File: config.mk
export PLATFORM = sky130hd
export DESIGN_NAME = ipb_regs
export DESIGN_NICKNAME = d
export VERILOG_FILES = /design/src/design/ipb_pkg.sv /design/src/design/ipb_regs.sv
export VERILOG_INCLUDE_DIRS = /design/src /design/src/design
export SDC_FILE = /design/constraint.sdc
export NUM_CORES = 1
export LEC_CHECK = 0
export BUFFER_PORTS_ARGS = -buffer_cell sky130_fd_sc_hd__buf_2
export CAP_MARGIN = 30
export CORE_MARGIN = 3
export CORE_UTILIZATION = 51
export DETAILED_ROUTE_END_ITERATION = 8
export PLACE_DENSITY = 0.76
export SETUP_SLACK_MARGIN = 0.1
export SKIP_CTS_REPAIR_TIMING = 1
export SLEW_MARGIN = 20
export SYNTH_ARGS = -nofsm -noshare
export SYNTH_HDL_FRONTEND = slang
export SYNTH_SLANG_ARGS = --single-unit
File: constraint.sdc
create_clock -name clk -period 3.5 [get_ports clk]
set_input_delay 0.175 -clock clk [delete_from_list [all_inputs] [get_ports clk]]
set_output_delay 0.175 -clock clk [all_outputs]
set_load 0.01 [all_outputs]
File: src/design/ipb_consts.svh
// Constants for the addressing support register block
`ifndef IPB_CONSTS_SVH
`define IPB_CONSTS_SVH
`define IPB_A_PORT0 8'h00
`define IPB_A_SEC0PTR 8'h01
`define IPB_A_PORT1 8'h02
`define IPB_A_WP1L 8'h03
`define IPB_A_WP1S 8'h04
`define IPB_A_ACC 8'h05
`define IPB_A_PC_LOW 8'h06
`define IPB_A_TBLL 8'h07
`define IPB_A_TBDH 8'h08
`define IPB_A_TBPH 8'h09
`define IPB_A_BANK 8'h0B
`define IPB_A_PORT2 8'h0C
`define IPB_A_WP2L 8'h0D
`define IPB_A_WP2S 8'h0E
`define IPB_ZERO 8'h00
`define IPB_BANK_BIT 0
`define IPB_SEC_BIT 8
`define IPB_RESET_BYTE 8'h00
`endif

File: src/design/ipb_pkg.sv
// Types for the addressing support register block
`default_nettype none
package ipb_pkg;
    // Core access request: one byte access to data memory
    typedef struct packed {
        logic rd;
        logic wr;
        logic ext;
        logic [8:0] addr;
        logic [7:0] wdata;
    } ipb_req_s;
    // Resolved data memory access
    typedef struct packed {
        logic rd;
        logic wr;
        logic [8:0] addr;
        logic [7:0] wdata;
    } ipb_mem_s;
endpackage
`default_nettype wire

File: src/design/ipb_regs.sv
// Pointer, bank, accumulator, pc-low and table registers of the core
`timescale 1ns/1ps
`default_nettype none
`include "ipb_consts.svh"
module ipb_regs
    import ipb_pkg::*;
#(
    parameter int SEC_W = 1,
    parameter int PC_W = 13
) (
    input wire logic clk,
    input wire logic rst_b,
    input wire ipb_req_s req,
    input wire logic [7:0] mem_rdata,
    input wire logic alu_we,
    input wire logic [7:0] alu_result,
    input wire logic tbl_rd,
    input wire logic [15:0] prog_word,
    output ipb_mem_s mem,
    output logic [7:0] rdata,
    output logic [7:0] acc,
    output logic bank_select_bit,
    output logic pc_jump,
    output logic [PC_W-1:0] pc_target,
    output logic dummy_cycle,
    output logic [15:0] tbl_addr
);
    logic [7:0] sector0_pointer;
    logic [7:0] wide_pointer1_low;
    logic [7:0] wide_pointer1_sector;
    logic [7:0] wide_pointer2_low;
    logic [7:0] wide_pointer2_sector;
    logic [7:0] table_ptr_low;
    logic [7:0] table_ptr_high;
    logic [7:0] table_data_high;
    logic [PC_W-1:0] pc;
    logic is_sfr;
    logic [7:0] loc;
    logic wr_sfr;
    ipb_mem_s next_mem;
    logic [7:0] next_rdata;
    logic mem_rd_q;
    logic [7:0] wr_byte;
    logic we_s0p;
    logic we_p1l;
    logic we_p1s;
    logic we_p2l;
    logic we_p2s;
    logic we_acc;
    logic we_pc_low;
    logic we_tpl;
    logic we_tdh;
    logic we_tph;
    logic we_bank;

    ////////////////////////////////////////////////////////////////////////
    // Address resolution
    assign loc = req.addr[7:0];
    // Plain forms address sector 0 directly; the extended form and ports 1 and 2, which follow their wide pointers, can leave it
    assign is_sfr = (!req.ext || !req.addr[`IPB_SEC_BIT]) && (loc <= `IPB_A_WP2S);
    // A table read stores its low byte like an ordinary write
    assign wr_sfr = (req.wr || tbl_rd) && is_sfr;
    assign wr_byte = tbl_rd ? prog_word[7:0] : req.wdata;

    // Redirect port accesses through their pointers
    always_comb begin
        next_mem.rd = req.rd && !tbl_rd;
        next_mem.wr = req.wr || tbl_rd;
        next_mem.wdata = wr_byte;
        // Extended form carries the sector above the location
        next_mem.addr = req.ext ? req.addr : {1'b0, loc};
        if (!req.ext || !req.addr[`IPB_SEC_BIT]) begin
            unique case (loc)
                `IPB_A_PORT0: next_mem.addr = {1'b0, sector0_pointer};
                `IPB_A_PORT1: next_mem.addr = {wide_pointer1_sector[0], wide_pointer1_low};
                `IPB_A_PORT2: next_mem.addr = {wide_pointer2_sector[0], wide_pointer2_low};
                default: begin
                    // Other special locations are registers, not memory; a table
                    // read naming one must not clobber the byte behind it
                    if (is_sfr) begin
                        next_mem.rd = 1'b0;
                        next_mem.wr = 1'b0;
                    end
                end
            endcase
        end
    end

    // Registered memory strobes; outputs come from flops
    always_ff @(posedge clk or negedge rst_b) begin
        if (!rst_b) begin
            mem <= '0;
        end else begin
            mem <= next_mem;
        end
    end

    ////////////////////////////////////////////////////////////////////////
    // One strobe per stored register; ports and unused codes strobe nothing,
    // so a write naming a port leaves every register alone
    always_comb begin
        we_s0p = 1'b0;
        we_p1l = 1'b0;
        we_p1s = 1'b0;
        we_p2l = 1'b0;
        we_p2s = 1'b0;
        we_acc = 1'b0;
        we_pc_low = 1'b0;
        we_tpl = 1'b0;
        we_tdh = 1'b0;
        we_tph = 1'b0;
        we_bank = 1'b0;
        if (wr_sfr) begin
            unique case (loc)
                `IPB_A_SEC0PTR: we_s0p = 1'b1;
                `IPB_A_WP1L: we_p1l = 1'b1;
                `IPB_A_WP1S: we_p1s = 1'b1;
                `IPB_A_WP2L: we_p2l = 1'b1;
                `IPB_A_WP2S: we_p2s = 1'b1;
                `IPB_A_ACC: we_acc = 1'b1;
                `IPB_A_PC_LOW: we_pc_low = 1'b1;
                `IPB_A_TBLL: we_tpl = 1'b1;
                `IPB_A_TBDH: we_tdh = 1'b1;
                `IPB_A_TBPH: we_tph = 1'b1;
                `IPB_A_BANK: we_bank = 1'b1;
                default: ;
            endcase
        end
    end

    // Sector 0 pointer: ordinary storage, any instruction may modify it
    always_ff @(posedge clk or negedge rst_b) begin
        if (!rst_b) begin
            sector0_pointer <= `IPB_RESET_BYTE;
        end else if (we_s0p) begin
            sector0_pointer <= wr_byte;
        end
    end

    // Wide pointer 1, location byte
    always_ff @(posedge clk or negedge rst_b) begin
        if (!rst_b) begin
            wide_pointer1_low <= `IPB_RESET_BYTE;
        end else if (we_p1l) begin
            wide_pointer1_low <= wr_byte;
        end
    end

    // Wide pointer 1, sector byte; only its low bit reaches the address
    always_ff @(posedge clk or negedge rst_b) begin
        if (!rst_b) begin
            wide_pointer1_sector <= `IPB_RESET_BYTE;
        end else if (we_p1s) begin
            wide_pointer1_sector <= wr_byte;
        end
    end

    // Wide pointer 2, location byte
    always_ff @(posedge clk or negedge rst_b) begin
        if (!rst_b) begin
            wide_pointer2_low <= `IPB_RESET_BYTE;
        end else if (we_p2l) begin
            wide_pointer2_low <= wr_byte;
        end
    end

    // Wide pointer 2, sector byte; full byte kept so software reads it back
    always_ff @(posedge clk or negedge rst_b) begin
        if (!rst_b) begin
            wide_pointer2_sector <= `IPB_RESET_BYTE;
        end else if (we_p2s) begin
            wide_pointer2_sector <= wr_byte;
        end
    end

    // Program bank select, only bit 0 is stored
    always_ff @(posedge clk or negedge rst_b) begin
        if (!rst_b) begin
            bank_select_bit <= 1'b0;
        end else if (we_bank) begin
            bank_select_bit <= wr_byte[`IPB_BANK_BIT];
        end
    end

    // Accumulator: ALU result wins over a bus write in the same cycle
    always_ff @(posedge clk or negedge rst_b) begin
        if (!rst_b) begin
            acc <= `IPB_RESET_BYTE;
        end else if (alu_we) begin
            acc <= alu_result;
        end else if (we_acc) begin
            acc <= wr_byte;
        end
    end

    ////////////////////////////////////////////////////////////////////////
    // Table pointer low byte
    always_ff @(posedge clk or negedge rst_b) begin
        if (!rst_b) begin
            table_ptr_low <= `IPB_RESET_BYTE;
        end else if (we_tpl) begin
            table_ptr_low <= wr_byte;
        end
    end

    // Table pointer high byte
    always_ff @(posedge clk or negedge rst_b) begin
        if (!rst_b) begin
            table_ptr_high <= `IPB_RESET_BYTE;
        end else if (we_tph) begin
            table_ptr_high <= wr_byte;
        end
    end

    // Captured high byte; the fetched word wins over a plain write
    always_ff @(posedge clk or negedge rst_b) begin
        if (!rst_b) begin
            table_data_high <= `IPB_RESET_BYTE;
        end else if (tbl_rd) begin
            table_data_high <= prog_word[15:8];
        end else if (we_tdh) begin
            table_data_high <= wr_byte;
        end
    end

    // Table address presented from flops
    always_ff @(posedge clk or negedge rst_b) begin
        if (!rst_b) begin
            tbl_addr <= '0;
        end else begin
            tbl_addr <= {table_ptr_high, table_ptr_low};
        end
    end

    ////////////////////////////////////////////////////////////////////////
    // Pc low byte; the page bits above it are never touched by the write
    always_ff @(posedge clk or negedge rst_b) begin
        if (!rst_b) begin
            pc <= '0;
        end else if (we_pc_low) begin
            pc <= {pc[PC_W-1:8], wr_byte};
        end
    end

    // Jump target stays inside the current page
    always_ff @(posedge clk or negedge rst_b) begin
        if (!rst_b) begin
            pc_target <= '0;
        end else if (we_pc_low) begin
            pc_target <= {pc[PC_W-1:8], wr_byte};
        end
    end

    // Jump request lasts exactly one cycle
    always_ff @(posedge clk or negedge rst_b) begin
        if (!rst_b) begin
            pc_jump <= 1'b0;
        end else begin
            pc_jump <= we_pc_low;
        end
    end

    // Dummy cycle trails the jump so the prefetched word is thrown away
    always_ff @(posedge clk or negedge rst_b) begin
        if (!rst_b) begin
            dummy_cycle <= 1'b0;
        end else begin
            dummy_cycle <= pc_jump;
        end
    end

    ////////////////////////////////////////////////////////////////////////
    // Read mux; ports and unused locations read zero
    always_comb begin
        next_rdata = `IPB_ZERO;
        if (req.rd && is_sfr) begin
            unique case (loc)
                `IPB_A_SEC0PTR: next_rdata = sector0_pointer;
                `IPB_A_WP1L: next_rdata = wide_pointer1_low;
                `IPB_A_WP1S: next_rdata = wide_pointer1_sector;
                `IPB_A_WP2L: next_rdata = wide_pointer2_low;
                `IPB_A_WP2S: next_rdata = wide_pointer2_sector;
                `IPB_A_ACC: next_rdata = acc;
                `IPB_A_PC_LOW: next_rdata = pc[7:0];
                `IPB_A_TBLL: next_rdata = table_ptr_low;
                `IPB_A_TBDH: next_rdata = table_data_high;
                `IPB_A_TBPH: next_rdata = table_ptr_high;
                `IPB_A_BANK: next_rdata = {7'h00, bank_select_bit};
                default: next_rdata = `IPB_ZERO;
            endcase
        end
    end

    // Read strobe delayed to line up with the memory's data
    always_ff @(posedge clk or negedge rst_b) begin
        if (!rst_b) begin
            mem_rd_q <= 1'b0;
        end else begin
            mem_rd_q <= next_mem.rd;
        end
    end

    // Memory data for redirected reads arrives one cycle later; a request
    // in that cycle loses its answer, so the core must not issue one
    always_ff @(posedge clk or negedge rst_b) begin
        if (!rst_b) begin
            rdata <= `IPB_ZERO;
        end else begin
            rdata <= mem_rd_q ? mem_rdata : next_rdata;
        end
    end
endmodule
`default_nettype wire

==> summary.md, run 1 <==
| Metric | Value |
|---|---|
| Status | complete, no violations |
| Synth warn | 0 |
| Mean Syn Cell Area | 10.15 um2 |
| Post-synthesis mux area share | 6.737% |
| Max Clock Skew | 0.006362 ns |
| R2R depth | 5 |
| NetSw | roughly 0.96 mW |
| Detailed Routing Iterations Pass 1 | 6 |
| Max reg flops | 18 |
| Largest Register | mem |
| CTS buffer count | 17 |
| Die Width | 110.7 um |
| CP max FO | 15 |
| Slowest-stage cell, CP | dlygate4sd3_1 |
| Top FF cell, synth | dfrtp_1 |
| WL final | 17.67 mm |
| Post-Synth XOR/XNOR Area | 0.1567% |
| Final HPWL DP | 11.61 mm |
| Post-synth EDFFs | 0 |
| Sw frac | 25.37% |
| Crit path capture type | register |
| Most frequent cells in the layout | 126 x dfrtp_1, 116 x buf_2, 95 x nand2_1 |
| GRT Total Usage | a little over a quarter |
| Die area | 12250 um2 |
| Clock share of power | 46.9% |
| Multi-input gate area | 2211 um2 |
| Vias in the first global route | 4861 |
| CTS tree | yes |
| Post-synth cell types | 52 |
| Crit path cell chain | dlygate4sd3_1 > buf_2 > nor4_2 > buf_4 > and2_1 > nand3_1 > mux2i_1 > o21ai_1 > dlygate4sd3_1 |
| RSZ-0062 raised after global routing | false |
| Initial Util | 53.20% |
| Clk_lat worst skew | roughly 0.54 ns |
| Largest net degree at the start of global routing | 58 |
| Worst Hold Class | in2reg |
| GP Congestion | 1.002 |
| Mapped Area | 5590 um2 |
| Fin crit period | between 2 and 3 ns |
| First-pass GRT wire length | 25.99 mm |
| Final ANT Viol Nets | 0 |
| Share of power burned in registers | 42.4% |
| Clock sink total | 126 |
| Adder-cell area share of the yosys netlist | 0% |
| Reg area | about 3200 um2 |
| Levels on crit path | 9 |
| Seq/Total Area, Yosys | 56.40% |
| Hold_ws | 0.002234 ns |
| H-tree depth | 4 |
| Final TNS setup | 0 ns |
| Startpoint types | primary input |
| Largest family of logic cells by synthesized area | compound AO/OA/AOI/OAI gates |
| Clock Tree Root | clkbuf_8 |
| Biggest registers after layout | mem (18), tbl_addr (16) |
| CP required | 3.92 ns |
| Compound-cell area share of the yosys netlist | 18.42% |
| Crit Path Class | in2reg |
| Reg clk slew, reported paths | about 0.060 ns |
| CP top delay family | buffers and inverters |
| Layout Nets | 763 |
| Flops & latches, synth | roughly 130 |
| Post-synthesis simple-gate area fraction | 13.76% |
| FILL cells | 728 |
| Via count | roughly 5200 |
| LEAKAGE | 3.536 nW |
| Vert. Die Dim | about 110 um |
| Async set or reset register ratio after synthesis | between 90% and 100% |
| Count of final setup violators | 0 |
| Max_cap viols | 0 |
| F_max | approximately 0.33 GHz |
| Endpoints failing hold | 0 |
| Biggest cell delay along the critical path | 0.58 ns |
| Mapped Cells | 551 |
| Drt drc | 0 |
| Slew @ Worst Pin | 0.8871 ns |
| IO Port Bufs | 117 |
| Slew margin rel. | 39.69% |
| Core footprint | 10510 um2 |
| Site Rows | 37 |
| Crit share post-route | 85.37% |
| Initial detailed-routing violation count | 667 |
| Critical path data arrival time | 3.41 ns |
| Bufs on Longest Clock Path | 2 |
| Combinational Power Share | a little over a tenth |
| Peak supply drop | roughly 0.00036 V |
| Leading cell type in the layout, fill and taps excluded | dfrtp_1 |
| Cell area power density | 520.1 nW/um2 |
| Hold path cells | 3 |
| Avg Vias per Cell | roughly 6.1 |
| I/O pin count | 123 |
| WL per Instance | between 20 and 25 um |
| # diodes | 0 |
| Internal power | 2.833 mW |
| CP bufs+invs | 4 |
| Overflow after GRT | 0 |
| Initial antenna violation count | 0 |
| Share of cells above drive strength 1 | a little over a quarter |
| Final Max Tran Viols | 0 |
| Layout overhead on the synthesized area | 30.57% |
| Cell mode on critical path | dlygate4sd3_1 |
[worst reg2reg max path: stages (launching register included)]
cell and delay, ns:
dfrtp_1 0.57, inv_1 0.12, o2111ai_1 0.34, buf_4 0.31, a21o_1 0.16, o221ai_1 0.22
[worst paths after layout]
kind / slack [ns] / endpoint / from
min reg2reg: 0.38 / dummy_cycle$_DFF_PN0_ / pc_jump$_DFF_PN0_
min: 0.002 / acc[5]$_DFFE_PN0P_ / alu_we
max reg2reg: 1.66 / rdata[2]$_DFF_PN0_ / mem_rd_q$_DFF_PN0_
max: 0.51 / table_data_high[6]$_DFFE_PN0P_ / req[13]
max in group asynchronous: 2.40 / wide_pointer1_low[1]$_DFFE_PN0P_ / rst_b
min in group asynchronous: 0.24 / mem[12]$_DFF_PN0_ / rst_b
[power groups by stage]
stage | logic, mW | registers (mW) | clock network (mW)
2_1_floorplan | 0.160 | 1.63 | 0
3_3_place_gp | 0.342 | 1.63 | 0
3_5_place_dp | 0.357 | 1.63 | 0
4_1_cts | 0.360 | 1.61 | 1.79
5_1_grt | 0.437 | 1.62 | 1.87
6_report | 0.404 | 1.61 | 1.78
[kinds of logic (layout without fill, tap and decap cells)]
family,after synthesis,count (layout)
multiplexers,35,35
AND/OR/NAND/NOR,167,167
buffers and inverters,55,220
XOR/XNOR,1,1
flip-flops,126,126
other,1,5
AO/OA/AOI/OAI,166,166
[Yosys cell counts, types with 2 or more instances]
library cell / count / share of area (%)
a21o_1: 3 / 0.40
clkbuf_1: 18 / 1.2
o21bai_1: 4 / 0.54
buf_1: 3 / 0.20
nor2_1: 22 / 1.5
inv_1: 14 / 0.94
a311oi_1: 3 / 0.47
and3_1: 4 / 0.45
o21ai_0: 39 / 3.5
nand2_1: 95 / 6.4
o221ai_1: 3 / 0.47
o22a_1: 2 / 0.31
mux2i_1: 23 / 4.1
nor2b_1: 6 / 0.67
a221oi_1: 3 / 0.47
mux2_2: 9 / 1.8
buf_4: 7 / 0.94
nand3_1: 17 / 1.5
a21oi_1: 24 / 2.1
a211oi_1: 2 / 0.27
o211ai_1: 2 / 0.27
buf_2: 13 / 1.2
and2_1: 3 / 0.34
nand4_1: 8 / 0.90
a2bb2oi_1: 3 / 0.47
a32oi_1: 9 / 1.4
nor3_1: 3 / 0.27
a22oi_1: 11 / 1.5
dfrtp_1: 126 / 56
a31oi_1: 8 / 0.90
a22o_1: 2 / 0.31
o2111ai_1: 2 / 0.31
o211a_1: 2 / 0.36
o21ai_1: 39 / 3.5
mux2_1: 2 / 0.40
[layer usage]
| metal | up-vias | global-route usage (%) | share of wire, % |
|---|---|---|---|
| met5 | - | 0 | 0 |
| met4 | 0 | 15.60 | 5.0 |
| met3 | 85 | 7.642 | 10 |
| met2 | 384 | 40.86 | 46 |
| met1 | 2470 | 36.15 | 38 |
| li1 | 2274 | - | - |
[final cells by class]
cell class	count	share of cell area, %
timing repair buffer	174	15.19
clock buffer	19	6.051
tap	136	2.331
clock inverter	13	2.228
multi-input combinational	374	30.29
sequential	126	43.20
inverter	14	0.7199
[stage by stage]
| stage | setup WS, ns | cells | total power, mW | cell area [um2] | util [%] |
|---|---|---|---|---|---|
| finish | 0.5120 | 856 | 3.797 | 7300 | 69.46 |
| global route | 0.4073 | 856 | 3.925 | 7300 | 69.46 |
| CTS | 1.686 | 818 | 3.758 | 6922 | 65.87 |
| detailed placement | 1.122 | 786 | 1.987 | 6317 | 60.11 |
| global placement | 1.243 | 784 | 1.971 | 6295 | 59.90 |
| floorplan | 1.790 | 555 | 1.792 | 5605 | - |
No activity file was read; power rests on OpenSTA's default activity.
==> inputs of run 2 (changes only) <==
Settings changed: ABC_AREA set to 1, PLACE_DENSITY 0.76 to 0.75.
==> run 2 against run 1 <==
Against the previous run:
- the flow now finishes with violations (hold timing)
- flip-flop and latch count stayed put
- fmax is 25% higher
- final area is 0.39% lower
- worst setup slack better by 0.59 ns
- combinational power is 32% lower
- clock skew hardly changed
- global-route usage hardly changed
- critical endpoint is now wide_pointer1_sector[4]$_DFFE_PN0P_
- die area is 4.3% higher
- sequential share of layout area is 0.17 points higher
- largest power group unchanged
- critical path type unchanged
- core utilization is 3.5 points lower
==> summary.md, run 2 <==
| Metric | Value |
|---|---|
| Share of cells above drive strength 1 | 21.16% (-5.1 points) |
| Avg Vias per Cell | 5.549 (-8.9%) |
| Max Clock Skew | 0.006222 ns (-0.0001406 ns) |
| CTS buffer count | 17 (unchanged) |
| Mapped Cells | 698 (+27%) |
| Reg clk slew, reported paths | 0.06 ns (about the same) |
| Setup crit start | req[12] |
| F_max | 0.4169 GHz (+25%) |
| R2r setup slk | 2.31 ns (+0.65 ns) |
| WL per Instance | 17.32 um (-16%) |
| Hold_ws | -0.009264 ns (-0.01150 ns) |
| Overflow after GRT | 0 (unchanged) |
| GP Congestion | 0.9723 (-3.0%) |
| Clock sink total | 126 (unchanged) |
| Cell mode on critical path | nor2_4 |
| Count of final setup violators | 0 (unchanged) |
| Async set or reset register ratio after synthesis | 100.0% (unchanged) |
| Endpoints failing hold | 2 (+2) |
| Largest Register | mem |
| Initial detailed-routing violation count | 459 (-31%) |
| Initial antenna violation count | 0 (unchanged) |
| IO Port Bufs | 117 (unchanged) |
| RSZ-0062 raised after global routing | false |
| Hold path cells | 3 (unchanged) |
| Post-synth cell types | 26 (-50%) |
| Final Max Tran Viols | 0 (unchanged) |
| Slowest-stage cell, CP | dlygate4sd3_1 |
| Seq/Total Area, Yosys | 53.97% (-2.4 points) |
| Leading cell type in the layout, fill and taps excluded | nand2_1 |
| Via count | 5471 (+4.9%) |
| Drt drc | 0 (unchanged) |
| Largest net degree at the start of global routing | 74 (+28%) |
| Post-synth EDFFs | 0 (unchanged) |
| Status | complete, but fails checks |
| Site Rows | 38 (+2.7%) |
| Die Width | 113.0 um (+2.1%) |
| CP max FO | 20 (+5) |
| Vias in the first global route | 5267 (+8.4%) |
| Clock share of power | 48.9% (+2.0 points) |
| Clock Tree Root | clkbuf_16 |
| Final ANT Viol Nets | 0 (unchanged) |
| Layout Nets | 889 (+17%) |
| Max_cap viols | 0 (unchanged) |
| H-tree depth | 4 (unchanged) |
| Ranking of synthesized cells by area | dfrtp_1 54%, nand2_1 13%, nand3_1 8.7% |
| Area leader, netlist | dfrtp_1 |
| Mean Syn Cell Area | 8.369 um2 (-18%) |
| CP required | 3.81 ns (-0.11 ns) |
| CTS tree | yes |
| Cell area power density | 484.7 nW/um2 (-6.8%) |
| Initial Util | 52.96% (-0.24 points) |
| Slew margin rel. | 45.04% (+5.4 points) |
| Vert. Die Dim | 113.0 um (+2.1%) |
| Sw frac | 23.76% (-1.6 points) |
| NetSw | 0.8374 mW (-13%) |
| Peak supply drop | 0.0003501 V (-3.2%) |
| Worst r2r src | acc[3]$_DFFE_PN0P_ |
| WL final | 17.08 mm (-3.4%) |
| GRT Total Usage | 27.44% (+0.034 points) |
| Detailed Routing Iterations Pass 1 | 5 (-1) |
| Final TNS setup | 0 ns (unchanged) |
| Most common library cells after synthesis | 203 x nand2_1, 126 x dfrtp_1, 102 x nand3_1 |
| Crit Path Class | in2reg |
| Slew @ Worst Pin | 0.8213 ns (-0.06582 ns) |
| Worst Hold Class | in2reg |
| Core footprint | 11030 um2 (+5.0%) |
| Post-synth top area share | 53.97% (-2.4 points) |
| Tot Pwr | 3.524 mW (-7.2%) |
| Biggest cell delay along the critical path | 0.53 ns (-0.05 ns) |
| Biggest registers after layout | mem (18), tbl_addr (16) |
| Die area | 12770 um2 (+4.3%) |
| LEAKAGE | 3.914 nW (+11%) |
| Startpoint types | primary input |
| Bufs on Longest Clock Path | 2 (unchanged) |
| Max reg flops | 18 (unchanged) |
| Mapped Area | 5842 um2 (+4.5%) |
| Combinational Power Share | 7.8% (-2.8 points) |
| Fin crit period | 2.399 ns (-0.5893 ns) |
| Internal power | 2.687 mW (-5.2%) |
| Hold Path Origin | alu_result[3] |
| Crit path cell chain | dlygate4sd3_1 > buf_2 > inv_1 > nand2_1 > nor2_4 > nand3_2 > nor2_4 > inv_4 > nor2_4 > nand2_1 > o21a_1 |
| Failing checks | hold timing |
| Flops & latches, synth | 126 (unchanged) |
| R2R depth | 6 (+1) |
| Final HPWL DP | 12.11 mm (+4.4%) |
| Critical path data arrival time | 2.71 ns (-0.70 ns) |
| Crit share post-route | 68.53% (-17 points) |
| Most frequent cells in the layout | 203 x nand2_1, 126 x dfrtp_1, 116 x buf_2 |
| Synth warn | 0 (unchanged) |
| Clk_lat worst skew | 0.41 ns (-0.13 ns) |
| Top FF cell, synth | dfrtp_1 |
| Layout overhead on the synthesized area | 24.46% |
| Share of power burned in registers | 43.4% (+1.0 points) |
| First-pass GRT wire length | 27.13 mm (+4.4%) |
| Crit path capture type | register |
| # diodes | 0 (unchanged) |
| Most frequent cell after synthesis | nand2_1 |
| I/O pin count | 123 (unchanged) |
run 2: changes by cell type in the layout (fill, tap and decap cells not counted), moves of 21 or more:
cell / before / now
nand3_1: 17 / 102
inv_1: 14 / 57
nand2_1: 95 / 203
o21ai_1: 39 / 4
mux2i_1: 21 / 0
nor2_1: 22 / 59
o21a_1: 1 / 30
run 2: area by class of cell:
class	count	area, um2
clock buffer	20	466.7
clock inverter	12	117.6
tap	140	175.2
inverter	62	235.2
fill	890	3760
timing repair buffer	140	835.8
multi-input combinational	486	2287
sequential	126	3153
run 2: worst max-delay path: cells and delay by family:
kind                   cells  cell delay (ns)
and+or+nand+nor            6             1.53
AOI/OAI and AO/OA          1             0.13
buffers and inverters      4             0.87
run 2: cells by family (layout without fill, tap and decap cells):
family	Yosys count	count (layout)	synth area share, %
flops	126	126	53.97
simple gates	386	386	29.17
buf+inv	90	234	7.132
other cells	1	5	0.06419
compound gates	95	95	9.660
run 2: through the flow:
stage               cell area, um2  instances  hold WS (ns)  worst slack (ns)  util, %
CTS                           7073        968      -0.06054             1.699    64.12
finish                        7271        986     -0.009264             1.101    65.91
detailed placement            6489        936        0.3537             1.273    58.82
global placement              6489        936        0.3627             1.267    58.82
floorplan                     5857        702       -0.1206             2.078        -
global route                  7271        986      0.003413            0.9380    65.91
run 2: worst paths after layout:
path                                                       endpoint
worst max-delay path            wide_pointer1_sector[4]$_DFFE_PN0P_
worst min-delay path                             acc[3]$_DFFE_PN0P_
worst max register to register                   rdata[3]$_DFF_PN0_
worst min register to register               tbl_addr[10]$_DFF_PN0_
max in group asynchronous                         mem[17]$_DFF_PN0_
min in group asynchronous                         mem[10]$_DFF_PN0_
run 2: routing by layer:
metal,vias up,routed length [um],global-route usage (%)
met5,-,0,0
met4,0,556,11.54
met3,48,1548,6.417
met2,323,7927,42.77
met1,2582,7045,37.12
li1,2518,-,-
run 2: power groups by stage:
| stage | Sequential [mW] | Combinational [mW] | Clock [mW] |
|---|---|---|---|
| finish | 1.53 | 0.274 | 1.72 |
| global route | 1.53 | 0.301 | 1.81 |
| CTS | 1.53 | 0.255 | 1.74 |
| detailed placement | 1.55 | 0.253 | 0 |
| global placement | 1.55 | 0.249 | 0 |
| floorplan | 1.56 | 0.106 | 0 |
